### src/rtl/hccg_regs.svh
// register offsets, field positions, reset values and cycle counts of the host to card cycle generator
`ifndef HCCG_REGS_SVH
`define HCCG_REGS_SVH

// register offsets on the configuration port
`define HCCG_OFS_HOST_LEVEL 8'h18
`define HCCG_OFS_HOST_ROLE 8'h19
`define HCCG_OFS_ACCESS 8'h1a
`define HCCG_OFS_STATUS 8'h1b
`define HCCG_OFS_GLOBAL_CONTROL 8'h1f

// host level register: active level per pin, driver structure, wait or acknowledge
`define HCCG_LVL_CS_HIGH 0
`define HCCG_LVL_RD_HIGH 1
`define HCCG_LVL_WR_HIGH 2
`define HCCG_LVL_WAITACK_HIGH 3
`define HCCG_LVL_INT_HIGH 4
`define HCCG_LVL_WAITACK_OD 5
`define HCCG_LVL_INT_OD 6
`define HCCG_LVL_ACK_MODE 7

// host role register
`define HCCG_ROLE_READ_PIN 0
`define HCCG_ROLE_WRITE_PIN 1

// access register
`define HCCG_ACC_PROF_LSB 0
`define HCCG_ACC_DEST_LSB 3
`define HCCG_ACC_ATTR 5
`define HCCG_ACC_IO 6
`define HCCG_ACC_EC 7

// global control register
`define HCCG_GC_LOCK 0

// reset values
`define HCCG_RST_HOST_LEVEL 8'h00
`define HCCG_RST_HOST_ROLE 8'h00
`define HCCG_RST_ACCESS 8'h00

// card enable to read strobe, in clock cycles
`define HCCG_T3_600 4'h3
`define HCCG_T3_MEM 4'h1
`define HCCG_T3_IO 4'h2
// read strobe phase, in clock cycles
`define HCCG_T4_600 4'he
`define HCCG_T4_300 4'h8
`define HCCG_T4_250 4'h7
`define HCCG_T4_200 4'h5
`define HCCG_T4_150 4'h4
`define HCCG_T4_100 4'h3
`define HCCG_T4_IO 4'h3
// minimum strobe hold after the strobe phase
`define HCCG_T5_MEM 4'h0
`define HCCG_T5_IO 4'h2
// data buffer recovery after strobe release
`define HCCG_T10_600 4'h5
`define HCCG_T10_MID 4'h3
`define HCCG_T10_100 4'h2
`define HCCG_T10_IO 4'h2

`endif

### src/rtl/hccg_pkg.sv
// types of the host to card cycle generator
package hccg_pkg;

   typedef enum logic [2:0] {
      HCCG_P600 = 3'h0,
      HCCG_P300 = 3'h1,
      HCCG_P250 = 3'h2,
      HCCG_P200 = 3'h3,
      HCCG_P150 = 3'h4,
      HCCG_P100 = 3'h5,
      HCCG_PRSV6 = 3'h6,
      HCCG_PRSV7 = 3'h7
   } hccg_profile_type;

   typedef enum logic [1:0] {
      HCCG_DEST_A = 2'h0,
      HCCG_DEST_B = 2'h1,
      HCCG_DEST_EXT = 2'h2,
      HCCG_DEST_RSV = 2'h3
   } hccg_dest_type;

   typedef enum logic [2:0] {
      ST_IDLE = 3'h0,
      ST_SETUP = 3'h1,
      ST_STROBE = 3'h2,
      ST_HOLD = 3'h3,
      ST_RELEASE = 3'h4,
      ST_RECOVER = 3'h5
   } hccg_fsm_type;

   typedef struct packed {
      logic select;
      logic readOrDir;
      logic writeOrStrobe;
   } hccg_host_in_type;

   typedef struct packed {
      logic slotAEnableLowN;
      logic slotAEnableHighN;
      logic slotBEnableLowN;
      logic slotBEnableHighN;
      logic externalDeviceSelect;
      logic attrSelectN;
      logic outputEnableN;
      logic ioReadN;
      logic addressLatchEnable;
      logic addressBufferEnableN;
      logic dataBufferEnableN;
      logic dataBufferDirection;
   } hccg_card_out_type;

   typedef struct packed {
      logic write;
      logic read;
      logic [7:0] addr;
      logic [7:0] wdata;
   } hccg_cfg_req_type;

   typedef struct packed {
      logic out;
      logic oe;
   } hccg_pin_type;

   typedef struct packed {
      hccg_host_in_type hostSync1;
      hccg_host_in_type hostSync2;
      logic [1:0] waitSync1;
      logic [1:0] waitSync2;
      logic [7:0] hostLevel;
      logic [7:0] hostRole;
      logic [7:0] access;
      logic lock;
      logic [7:0] rdData;
      hccg_fsm_type fsm;
      logic [3:0] cnt;
      hccg_profile_type prof;
      hccg_dest_type dest;
      logic ioLike;
      logic ec;
      logic attr;
      hccg_card_out_type card;
   } hccg_core_type;

endpackage

### src/rtl/hccg_pin_drv.sv
// host output pin formatter: active level, open-drain or push-pull, high impedance while disabled
module hccg_pin_drv (
   // clock and reset
   input wire logic clock,
   input wire logic reset,
   // pin control
   input wire logic enable,
   input wire logic assertPin,
   input wire logic activeHigh,
   input wire logic openDrain,
   // pin
   output hccg_pkg::hccg_pin_type pin
);
   import hccg_pkg::*;

   hccg_pin_type s_r;
   hccg_pin_type s_nxt;
   logic level;

   // open drain only pulls low, so a high level is left to the pull-up
   always_comb begin
      level = assertPin ? activeHigh : ~activeHigh;
      s_nxt.out = level;
      s_nxt.oe = enable & (openDrain ? ~level : 1'b1);
   end

   // registered so the pin never glitches on a decode change
   always_ff @(posedge clock) begin
      if (reset) begin
         s_r <= '0;
      end else begin
         s_r <= s_nxt;
      end
   end

   assign pin = s_r;
endmodule // hccg_pin_drv

### src/rtl/hccg_top.sv
// host to card read cycle generator with configuration registers and lock
`include "hccg_regs.svh"

module hccg_top (
   // clock and reset
   input wire logic clock,
   input wire logic reset,
   // configuration register port
   input wire hccg_pkg::hccg_cfg_req_type cfgReq,
   output logic [7:0] cfgReadData,
   // host bus pins
   input wire hccg_pkg::hccg_host_in_type hostIn,
   input wire logic interruptRequest,
   output hccg_pkg::hccg_pin_type waitAckPin,
   output hccg_pkg::hccg_pin_type interruptPin,
   output logic hostReadActive,
   output logic hostWriteActive,
   // card slot pins
   input wire logic slotAWaitInN,
   input wire logic slotBWaitInN,
   output hccg_pkg::hccg_card_out_type cardOut,
   output logic cardDriveEnable
);
   import hccg_pkg::*;

   // idle levels of the card side, matching the pin reset states
   localparam hccg_card_out_type CARD_IDLE = '{
      slotAEnableLowN: 1'b1,
      slotAEnableHighN: 1'b1,
      slotBEnableLowN: 1'b1,
      slotBEnableHighN: 1'b1,
      externalDeviceSelect: 1'b0,
      attrSelectN: 1'b1,
      outputEnableN: 1'b1,
      ioReadN: 1'b1,
      addressLatchEnable: 1'b1,
      addressBufferEnableN: 1'b1,
      dataBufferEnableN: 1'b1,
      dataBufferDirection: 1'b0
   };

   localparam hccg_core_type CORE_RESET = '{
      hostLevel: `HCCG_RST_HOST_LEVEL,
      hostRole: `HCCG_RST_HOST_ROLE,
      access: `HCCG_RST_ACCESS,
      fsm: ST_IDLE,
      prof: HCCG_P600,
      dest: HCCG_DEST_A,
      card: CARD_IDLE,
      default: '0
   };

   hccg_core_type s_r;
   hccg_core_type s_nxt;

   logic csAct;
   logic rdPin;
   logic wrPin;
   logic rdAct;
   logic wrAct;
   logic modWait;
   logic waitAckAssert;
   logic ceOn;
   logic strobeOn;
   hccg_fsm_type fsmNxt;
   hccg_profile_type profNew;

   // true when a sampled pin sits at its configured active level
   function automatic logic pinActive(input logic value, input logic activeHigh);
      pinActive = ~(value ^ activeHigh);
   endfunction

   // fall back to the slowest profile for a profile that the space does not offer
   function automatic hccg_profile_type legalProfile(input logic [2:0] code, input logic attr);
      hccg_profile_type p;
      p = hccg_profile_type'(code);
      if (attr) begin
         legalProfile = (p == HCCG_P300) ? HCCG_P300 : HCCG_P600;
      end else if (p == HCCG_P300 || p == HCCG_PRSV6 || p == HCCG_PRSV7) begin
         legalProfile = HCCG_P600;
      end else begin
         legalProfile = p;
      end
   endfunction

   // cycles from card enable to read strobe
   function automatic logic [3:0] ceToStrobe(input hccg_profile_type p, input logic ioLike);
      if (ioLike) begin
         ceToStrobe = `HCCG_T3_IO;
      end else if (p == HCCG_P600) begin
         ceToStrobe = `HCCG_T3_600;
      end else begin
         ceToStrobe = `HCCG_T3_MEM;
      end
   endfunction

   // cycles of the read strobe phase before any module wait
   function automatic logic [3:0] strobeLen(input hccg_profile_type p, input logic ioLike);
      if (ioLike) begin
         strobeLen = `HCCG_T4_IO;
      end else begin
         case (p)
            HCCG_P300: strobeLen = `HCCG_T4_300;
            HCCG_P250: strobeLen = `HCCG_T4_250;
            HCCG_P200: strobeLen = `HCCG_T4_200;
            HCCG_P150: strobeLen = `HCCG_T4_150;
            HCCG_P100: strobeLen = `HCCG_T4_100;
            default: strobeLen = `HCCG_T4_600;
         endcase
      end
   endfunction

   // cycles that the data buffers stay off after strobe release
   function automatic logic [3:0] recoverLen(input hccg_profile_type p, input logic ioLike);
      if (ioLike) begin
         recoverLen = `HCCG_T10_IO;
      end else if (p == HCCG_P600) begin
         recoverLen = `HCCG_T10_600;
      end else if (p == HCCG_P100) begin
         recoverLen = `HCCG_T10_100;
      end else begin
         recoverLen = `HCCG_T10_MID;
      end
   endfunction

   // decode of the synchronised host pins into active read and write
   always_comb begin
      csAct = pinActive(s_r.hostSync2.select, s_r.hostLevel[`HCCG_LVL_CS_HIGH]);
      rdPin = pinActive(s_r.hostSync2.readOrDir, s_r.hostLevel[`HCCG_LVL_RD_HIGH]);
      wrPin = pinActive(s_r.hostSync2.writeOrStrobe, s_r.hostLevel[`HCCG_LVL_WR_HIGH]);
      // in the read pin role, direction pin active means a read and the strobe pin qualifies it; otherwise the read pin alone
      if (s_r.hostRole[`HCCG_ROLE_READ_PIN]) begin
         rdAct = csAct & wrPin & rdPin;
      end else begin
         rdAct = csAct & rdPin;
      end
      if (s_r.hostRole[`HCCG_ROLE_WRITE_PIN]) begin
         wrAct = csAct & wrPin & ~rdPin;
      end else begin
         wrAct = csAct & wrPin;
      end
      // nothing from the host counts until the port is locked
      rdAct = rdAct & s_r.lock;
      wrAct = wrAct & s_r.lock;
   end

   // wait from the addressed module; the external device has none
   always_comb begin
      case (s_r.dest)
         HCCG_DEST_A: modWait = ~s_r.waitSync2[0];
         HCCG_DEST_B: modWait = ~s_r.waitSync2[1];
         default: modWait = 1'b0;
      endcase
   end

   // next state: synchronisers, registers, read cycle sequencer, card pins
   always_comb begin
      s_nxt = s_r;
      fsmNxt = s_r.fsm;
      profNew = legalProfile(s_r.access[`HCCG_ACC_PROF_LSB +: 3], s_r.access[`HCCG_ACC_ATTR]);
      // two flops before the decode; the first stage is read by the second alone
      s_nxt.hostSync1 = hostIn;
      s_nxt.hostSync2 = s_r.hostSync1;
      s_nxt.waitSync1 = {slotBWaitInN, slotAWaitInN};
      s_nxt.waitSync2 = s_r.waitSync1;

      // configuration writes; host pin setup freezes once locked
      if (cfgReq.write) begin
         case (cfgReq.addr)
            `HCCG_OFS_HOST_LEVEL: begin
               if (!s_r.lock) begin
                  s_nxt.hostLevel = cfgReq.wdata;
               end
            end
            `HCCG_OFS_HOST_ROLE: begin
               if (!s_r.lock) begin
                  s_nxt.hostRole = cfgReq.wdata;
               end
            end
            `HCCG_OFS_ACCESS: s_nxt.access = cfgReq.wdata;
            `HCCG_OFS_GLOBAL_CONTROL: begin
               // set only; a reset is the one way back to the unlocked state
               if (cfgReq.wdata[`HCCG_GC_LOCK]) begin
                  s_nxt.lock = 1'b1;
               end
            end
            default: s_nxt.lock = s_r.lock;
         endcase
      end

      // registered read data, zero for unmapped offsets
      s_nxt.rdData = 8'h00;
      if (cfgReq.read) begin
         case (cfgReq.addr)
            `HCCG_OFS_HOST_LEVEL: s_nxt.rdData = s_r.hostLevel;
            `HCCG_OFS_HOST_ROLE: s_nxt.rdData = s_r.hostRole;
            `HCCG_OFS_ACCESS: s_nxt.rdData = s_r.access;
            `HCCG_OFS_STATUS: s_nxt.rdData = {3'h0, wrAct, rdAct, s_r.fsm};
            `HCCG_OFS_GLOBAL_CONTROL: s_nxt.rdData = {7'h00, s_r.lock};
            default: s_nxt.rdData = 8'h00;
         endcase
      end

      // read cycle sequencer; the access kind is caught at start so later
      // register writes cannot disturb a cycle in flight
      unique case (s_r.fsm)
         ST_IDLE: begin
            if (rdAct) begin
               fsmNxt = ST_SETUP;
               s_nxt.prof = profNew;
               s_nxt.dest = hccg_dest_type'(s_r.access[`HCCG_ACC_DEST_LSB +: 2]);
               s_nxt.ec = s_r.access[`HCCG_ACC_EC];
               s_nxt.attr = s_r.access[`HCCG_ACC_ATTR];
               s_nxt.ioLike = s_r.access[`HCCG_ACC_IO] | s_r.access[`HCCG_ACC_EC]
                  | (s_r.access[`HCCG_ACC_DEST_LSB +: 2] == HCCG_DEST_EXT);
               s_nxt.cnt = ceToStrobe(profNew, s_r.access[`HCCG_ACC_IO] | s_r.access[`HCCG_ACC_EC]
                  | (s_r.access[`HCCG_ACC_DEST_LSB +: 2] == HCCG_DEST_EXT)) - 4'h1;
            end
         end
         ST_SETUP: begin
            // card enable is on; count down to the strobe
            if (s_r.cnt == 4'h0) begin
               fsmNxt = ST_STROBE;
               s_nxt.cnt = strobeLen(s_r.prof, s_r.ioLike) - 4'h1;
            end else begin
               s_nxt.cnt = s_r.cnt - 4'h1;
            end
         end
         ST_STROBE: begin
            if (modWait) begin
               s_nxt.cnt = s_r.cnt;
            end else if (s_r.cnt == 4'h0) begin
               fsmNxt = ST_HOLD;
               s_nxt.cnt = s_r.ioLike ? `HCCG_T5_IO : `HCCG_T5_MEM;
            end else begin
               s_nxt.cnt = s_r.cnt - 4'h1;
            end
         end
         ST_HOLD: begin
            // strobe held for the minimum, then until the host has ended and
            // the data bus is already isolated
            if (s_r.cnt != 4'h0) begin
               s_nxt.cnt = s_r.cnt - 4'h1;
            end else if (!rdAct && s_r.card.dataBufferEnableN) begin
               fsmNxt = ST_RELEASE;
               s_nxt.cnt = recoverLen(s_r.prof, s_r.ioLike) - 4'h1;
            end
         end
         ST_RELEASE: begin
            fsmNxt = ST_RECOVER;
            s_nxt.cnt = s_r.cnt - 4'h1;
         end
         ST_RECOVER: begin
            // a new start is held off here, which delays its card enable
            if (s_r.cnt == 4'h0) begin
               fsmNxt = ST_IDLE;
            end else begin
               s_nxt.cnt = s_r.cnt - 4'h1;
            end
         end
         default: fsmNxt = ST_IDLE;
      endcase
      s_nxt.fsm = fsmNxt;

      // card pins follow the next state so every pin leaves a flop
      ceOn = (fsmNxt == ST_SETUP) | (fsmNxt == ST_STROBE) | (fsmNxt == ST_HOLD) | (fsmNxt == ST_RELEASE);
      strobeOn = (fsmNxt == ST_STROBE) | (fsmNxt == ST_HOLD);
      s_nxt.card = CARD_IDLE;
      if (ceOn) begin
         unique case (s_nxt.dest)
            HCCG_DEST_A: begin
               s_nxt.card.slotAEnableLowN = s_nxt.ec;
               s_nxt.card.slotAEnableHighN = ~s_nxt.ec;
            end
            HCCG_DEST_B: begin
               s_nxt.card.slotBEnableLowN = s_nxt.ec;
               s_nxt.card.slotBEnableHighN = ~s_nxt.ec;
            end
            HCCG_DEST_EXT: s_nxt.card.externalDeviceSelect = 1'b1;
            HCCG_DEST_RSV: s_nxt.card.externalDeviceSelect = 1'b0;
         endcase
         s_nxt.card.attrSelectN = ~((s_nxt.attr | (s_nxt.ioLike & ~s_nxt.ec))
            & (s_nxt.dest != HCCG_DEST_EXT));
         s_nxt.card.addressBufferEnableN = 1'b0;
      end
      if (strobeOn) begin
         s_nxt.card.outputEnableN = s_nxt.ioLike;
         s_nxt.card.ioReadN = ~s_nxt.ioLike;
         // isolate first, turn the direction back one cycle later
         s_nxt.card.dataBufferEnableN = ~rdAct;
         s_nxt.card.dataBufferDirection = rdAct | ~s_r.card.dataBufferEnableN;
      end
      // address held while the host samples data, freed with the card enable
      s_nxt.card.addressLatchEnable = ~((fsmNxt == ST_HOLD) | (fsmNxt == ST_RELEASE));
   end

   // single state register of the block
   always_ff @(posedge clock) begin
      if (reset) begin
         s_r <= CORE_RESET;
      end else begin
         s_r <= s_nxt;
      end
   end

   // wait is driven from the synchronised start, ahead of the sequencer;
   // ack is given only in the hold phase after the strobe phase; the next
   // state is used so the registered pin turns on the same edge as the latch
   always_comb begin
      if (s_r.hostLevel[`HCCG_LVL_ACK_MODE]) begin
         waitAckAssert = rdAct & (fsmNxt == ST_HOLD);
      end else begin
         waitAckAssert = rdAct & (fsmNxt != ST_HOLD);
      end
   end

   // wait or acknowledge pin, high impedance until locked
   hccg_pin_drv waitAckDrv (
      .clock(clock),
      .reset(reset),
      .enable(s_r.lock),
      .assertPin(waitAckAssert),
      .activeHigh(s_r.hostLevel[`HCCG_LVL_WAITACK_HIGH]),
      .openDrain(s_r.hostLevel[`HCCG_LVL_WAITACK_OD]),
      .pin(waitAckPin)
   );

   // interrupt pin, high impedance until locked
   hccg_pin_drv interruptDrv (
      .clock(clock),
      .reset(reset),
      .enable(s_r.lock),
      .assertPin(interruptRequest),
      .activeHigh(s_r.hostLevel[`HCCG_LVL_INT_HIGH]),
      .openDrain(s_r.hostLevel[`HCCG_LVL_INT_OD]),
      .pin(interruptPin)
   );

   // outputs
   assign cfgReadData = s_r.rdData;
   assign cardOut = s_r.card;
   assign cardDriveEnable = s_r.lock;
   assign hostReadActive = rdAct;
   assign hostWriteActive = wrAct;
endmodule // hccg_top

### config.mk
export PLATFORM = sky130hd
export DESIGN_NAME = hccg_top
export DESIGN_NICKNAME = d
export VERILOG_FILES = /design/src/rtl/hccg_pkg.sv /design/src/rtl/hccg_pin_drv.sv /design/src/rtl/hccg_top.sv
export VERILOG_INCLUDE_DIRS = /design/src /design/src/rtl
export SDC_FILE = /design/constraint.sdc
export NUM_CORES = 1
export LEC_CHECK = 0
export BUFFER_PORTS_ARGS = -buffer_cell sky130_fd_sc_hd__buf_2
export CORE_MARGIN = 2
export CORE_UTILIZATION = 55
export CTS_BUF_LIST = sky130_fd_sc_hd__clkbuf_16
export DETAILED_ROUTE_END_ITERATION = 10
export HOLD_SLACK_MARGIN = 0.05
export PLACE_DENSITY = 0.78
export SKIP_CTS_REPAIR_TIMING = 1
export SYNTH_ARGS = -nofsm -noshare
export SYNTH_HDL_FRONTEND = slang
export SYNTH_HIERARCHICAL = 1
export SYNTH_SLANG_ARGS = --single-unit
### constraint.sdc
create_clock -name clock -period 4.88 [get_ports clock]
set_input_delay 0.244 -clock clock [delete_from_list [all_inputs] [get_ports clock]]
set_output_delay 0.244 -clock clock [all_outputs]
set_load 0.01 [all_outputs]
==> impl_metrics.tcl <==
set metrics [dict create \
    min_from "slotBWaitInN" \
    die_x_um 84.0 \
    crit_path_cell_trace "inv_1 -> ha_1 -> nor2_1 -> nor2_1 -> a2111oi_0 -> ha_1 -> nor2_1 -> a2bb2oi_1 -> o2bb2ai_1 -> a221o_1 -> a31oi_1 -> a221oi_1" \
    vias_per_cell 5.59 \
    grt_pass1_vias 2739 \
    path_class "reg2reg" \
    ant_nets 0 \
    synth-async-reset-ratio_pct 0 \
    worstRegToRegCells 12 \
    place_congestion 0.886 \
    maxCapViolCount 0 \
    ff2ff_setup_slack_ps 2140 \
    fmax_mhz 365 \
    hold_class "in2reg" \
    pin_count 53 \
    ir_worst_vdd_mv 0.303 \
    core_um2 6280 \
    cellLeakagePower_nw 1.65 \
    cp.required_ps 5040 \
    antennaDiodeCount 0 \
    seq_area_frac_synth_pct 42.1 \
    power.density_nw_per_um2 343 \
    whs_endpoint "s_nxt[61]" \
    dieHeight_um 84.0 \
    setup_viol 0 \
    start_kind "flop" \
    r2r-end "s_r[21]" \
    path_max_fanout 9 \
    wl_per_cell_um 15.3 \
    path_buf_inv 1 \
    antenna_found_initial 0 \
    clock_sinks 74 \
    cts_htree_levels 3 \
    crit_slowest_cell "dfxtp_1" \
    synth-warning-count 6 \
    synth.net_count 412 \
    worstSkewPairLatency_ps 340 \
    min_path_cells 2 \
    totalWireLength_mm 7.49 \
    std_cell_rows 29 \
    overflow 0 \
    drt_iter0_drc 178 \
    arrival_ps 2900 \
    post-dp-hpwl_mm 5.09 \
    critPathCaptureType "flop" \
    area_delta_synth_final_pct 13.4 \
    reg2reg_from "s_r[19]" \
    cts_tree "built" \
    tns_ps 0 \
    fin_nets 437 \
    crit_family "compound AO/OA/AOI/OAI gates" \
    hold_viol_final 0 \
    start_util_pct 56.1 \
    cpPeakStageDelay_ps 480 \
    synth_top_area_share_pct 42.1 \
    avgSynthCellArea_um2 9.22 \
    synthCells 382 \
    synth-seq-cells 74 \
    tightest_slew_ps 1020 \
    slew_headroom_pct 32.0 \
    synth_largest_area_cell "dfxtp_1" \
    fin_crit_sh_pct 56.1 \
    design_power_total_w 0.00137 \
    rsz0062_at_grt "no" \
    syn_area_um2 3520 \
    cts.clk_slew.worst_paths_ps 60 \
    status "completed" \
    final.min_clock_period_ps 2740 \
    dr_total_vias 2735 \
    grt_pass1_wl_mm 12.7 \
    drc 0 \
    grt_start_max_net_pins 57 \
    fillers 516 \
    root_buffer "clkbuf_16" \
    maxSlewViolCount 0 \
    portBuffers 52 \
    grtUsageTotal_pct 22.7 \
    drive_gt1_share_pct 20.6 \
    dieArea_um2 7060 \
    finClkSkew_ps 8.63 \
    clockBufferDepth 2 \
    synthFlopType "dfxtp_1" \
    synth_area_leaders "dfxtp_1 (42%), mux2i_1 (8.8%), nor2_1 (5.9%)" \
    synth_edf_count 0 \
    ys_types 62 \
    numCtsBuffers 9 \
    drt-pass1-iter-count 4 \
    cpMostUsedCell "nor2_1" \
]
## state kept, by name, summed over array words and instances, names as in the netlist
| signal | cells |
|---|---|
| s_r | 44 |
| waitAckDrv/pin | 2 |
| cardOut | 12 |
| interruptDrv/pin | 2 |
| cfgReadData | 8 |
| s_nxt | 5 |
| cardDriveEnable | 1 |
## layout make-up
cell class | instances | area (µm²) | share of cell area [%]
multi-input combinational | 256 | 1770 | 44.4
sequential | 74 | 1480 | 37.1
timing repair buffer | 53 | 268 | 6.71
clock buffer | 9 | 225 | 5.64
clock inverter | 7 | 101 | 2.54
tap | 77 | 96.3 | 2.41
inverter | 13 | 48.8 | 1.22
## metal layers
layer | share of wire [%] | track usage [%]
met1 | 44 | 29.0
met2 | 48 | 35.9
met3 | 6.2 | 5.24
met4 | 2.0 | 11.3
met5 | 0 | 0
## cells in the final DEF (no fill, tap or decap), types with 3 or more instances in the layout
master,instances
o21ai_0,8
nand2_1,25
nor2b_1,22
dfxtp_1,74
a31oi_1,3
mux4_2,5
nor3_1,5
nand3b_1,3
nor4_1,3
mux2i_1,31
nand3_1,9
clkbuf_16,9
a21oi_1,20
or3_1,3
xor2_1,4
nand2b_1,4
ha_1,4
buf_2,52
nor2_1,55
inv_1,11
xnor2_1,4
## how the worst max path moves through the flow
stage          slack, ps  depth (start not counted)  startpoint       to
2_1_floorplan       2410                         13     s_r[19]  s_r[21]
3_3_place_gp        2350                         12     s_r[19]  s_r[21]
3_5_place_dp        2230                         12     s_r[19]  s_r[21]
4_1_cts             2180                         12     s_r[19]  s_r[21]
5_1_grt             1960                         12     s_r[19]  s_r[21]
6_report            2140                         12     s_r[19]  s_r[21]
## logic make-up after synthesis
kind of cell    synth area share (%)
simple gates                    22.1
flops                           42.1
compound gates                  11.4
buf+inv                         7.82
mux                             12.3
xor+xnor                        2.91
fa+ha+maj                       1.42
## through the flow
step | util [%] | std cells | hold WS, ps | worst slack (ps) | cell area (µm²)
floorplan | - | 382 | 316 | 2410 | 3520
global placement | 58.4 | 473 | 417 | 2350 | 3670
detailed placement | 58.4 | 473 | 425 | 2230 | 3670
CTS | 63.6 | 489 | 115 | 2180 | 3990
global route | 63.6 | 489 | 141 | 1960 | 3990
finish | 63.6 | 489 | 115 | 2140 | 3990
## where the power goes
part            total, W  internal (W)  leakage (nW)  switching [W]
Sequential      0.000611      0.000609         0.599     0.00000202
Clock           0.000719      0.000453         0.160       0.000266
Combinational  0.0000395     0.0000165         0.896      0.0000230
Total            0.00137       0.00108          1.65       0.000291
## synthesized netlist by cell type (2+ instances only)
cell / count
nand2b_1: 4
ha_1: 4
mux4_2: 5
a31oi_1: 3
xnor2_2: 2
o2bb2ai_1: 2
buf_1: 2
a211oi_1: 2
nand3_1: 9
a21oi_1: 20
buf_4: 20
o21ai_0: 8
clkbuf_1: 13
buf_2: 4
mux2i_1: 31
nor3b_1: 2
nor4_1: 3
nor2b_1: 22
xnor2_1: 4
nand2_1: 25
dfxtp_1: 74
o21bai_1: 2
o211a_1: 2
a2bb2oi_1: 2
or4_1: 2
nor4b_1: 2
inv_1: 11
nor2_1: 55
nand3b_1: 3
nand4_1: 2
nor3_1: 5
and4_1: 2
xor2_1: 4
or3_1: 3
No activity file was read; power rests on OpenSTA's default activity.
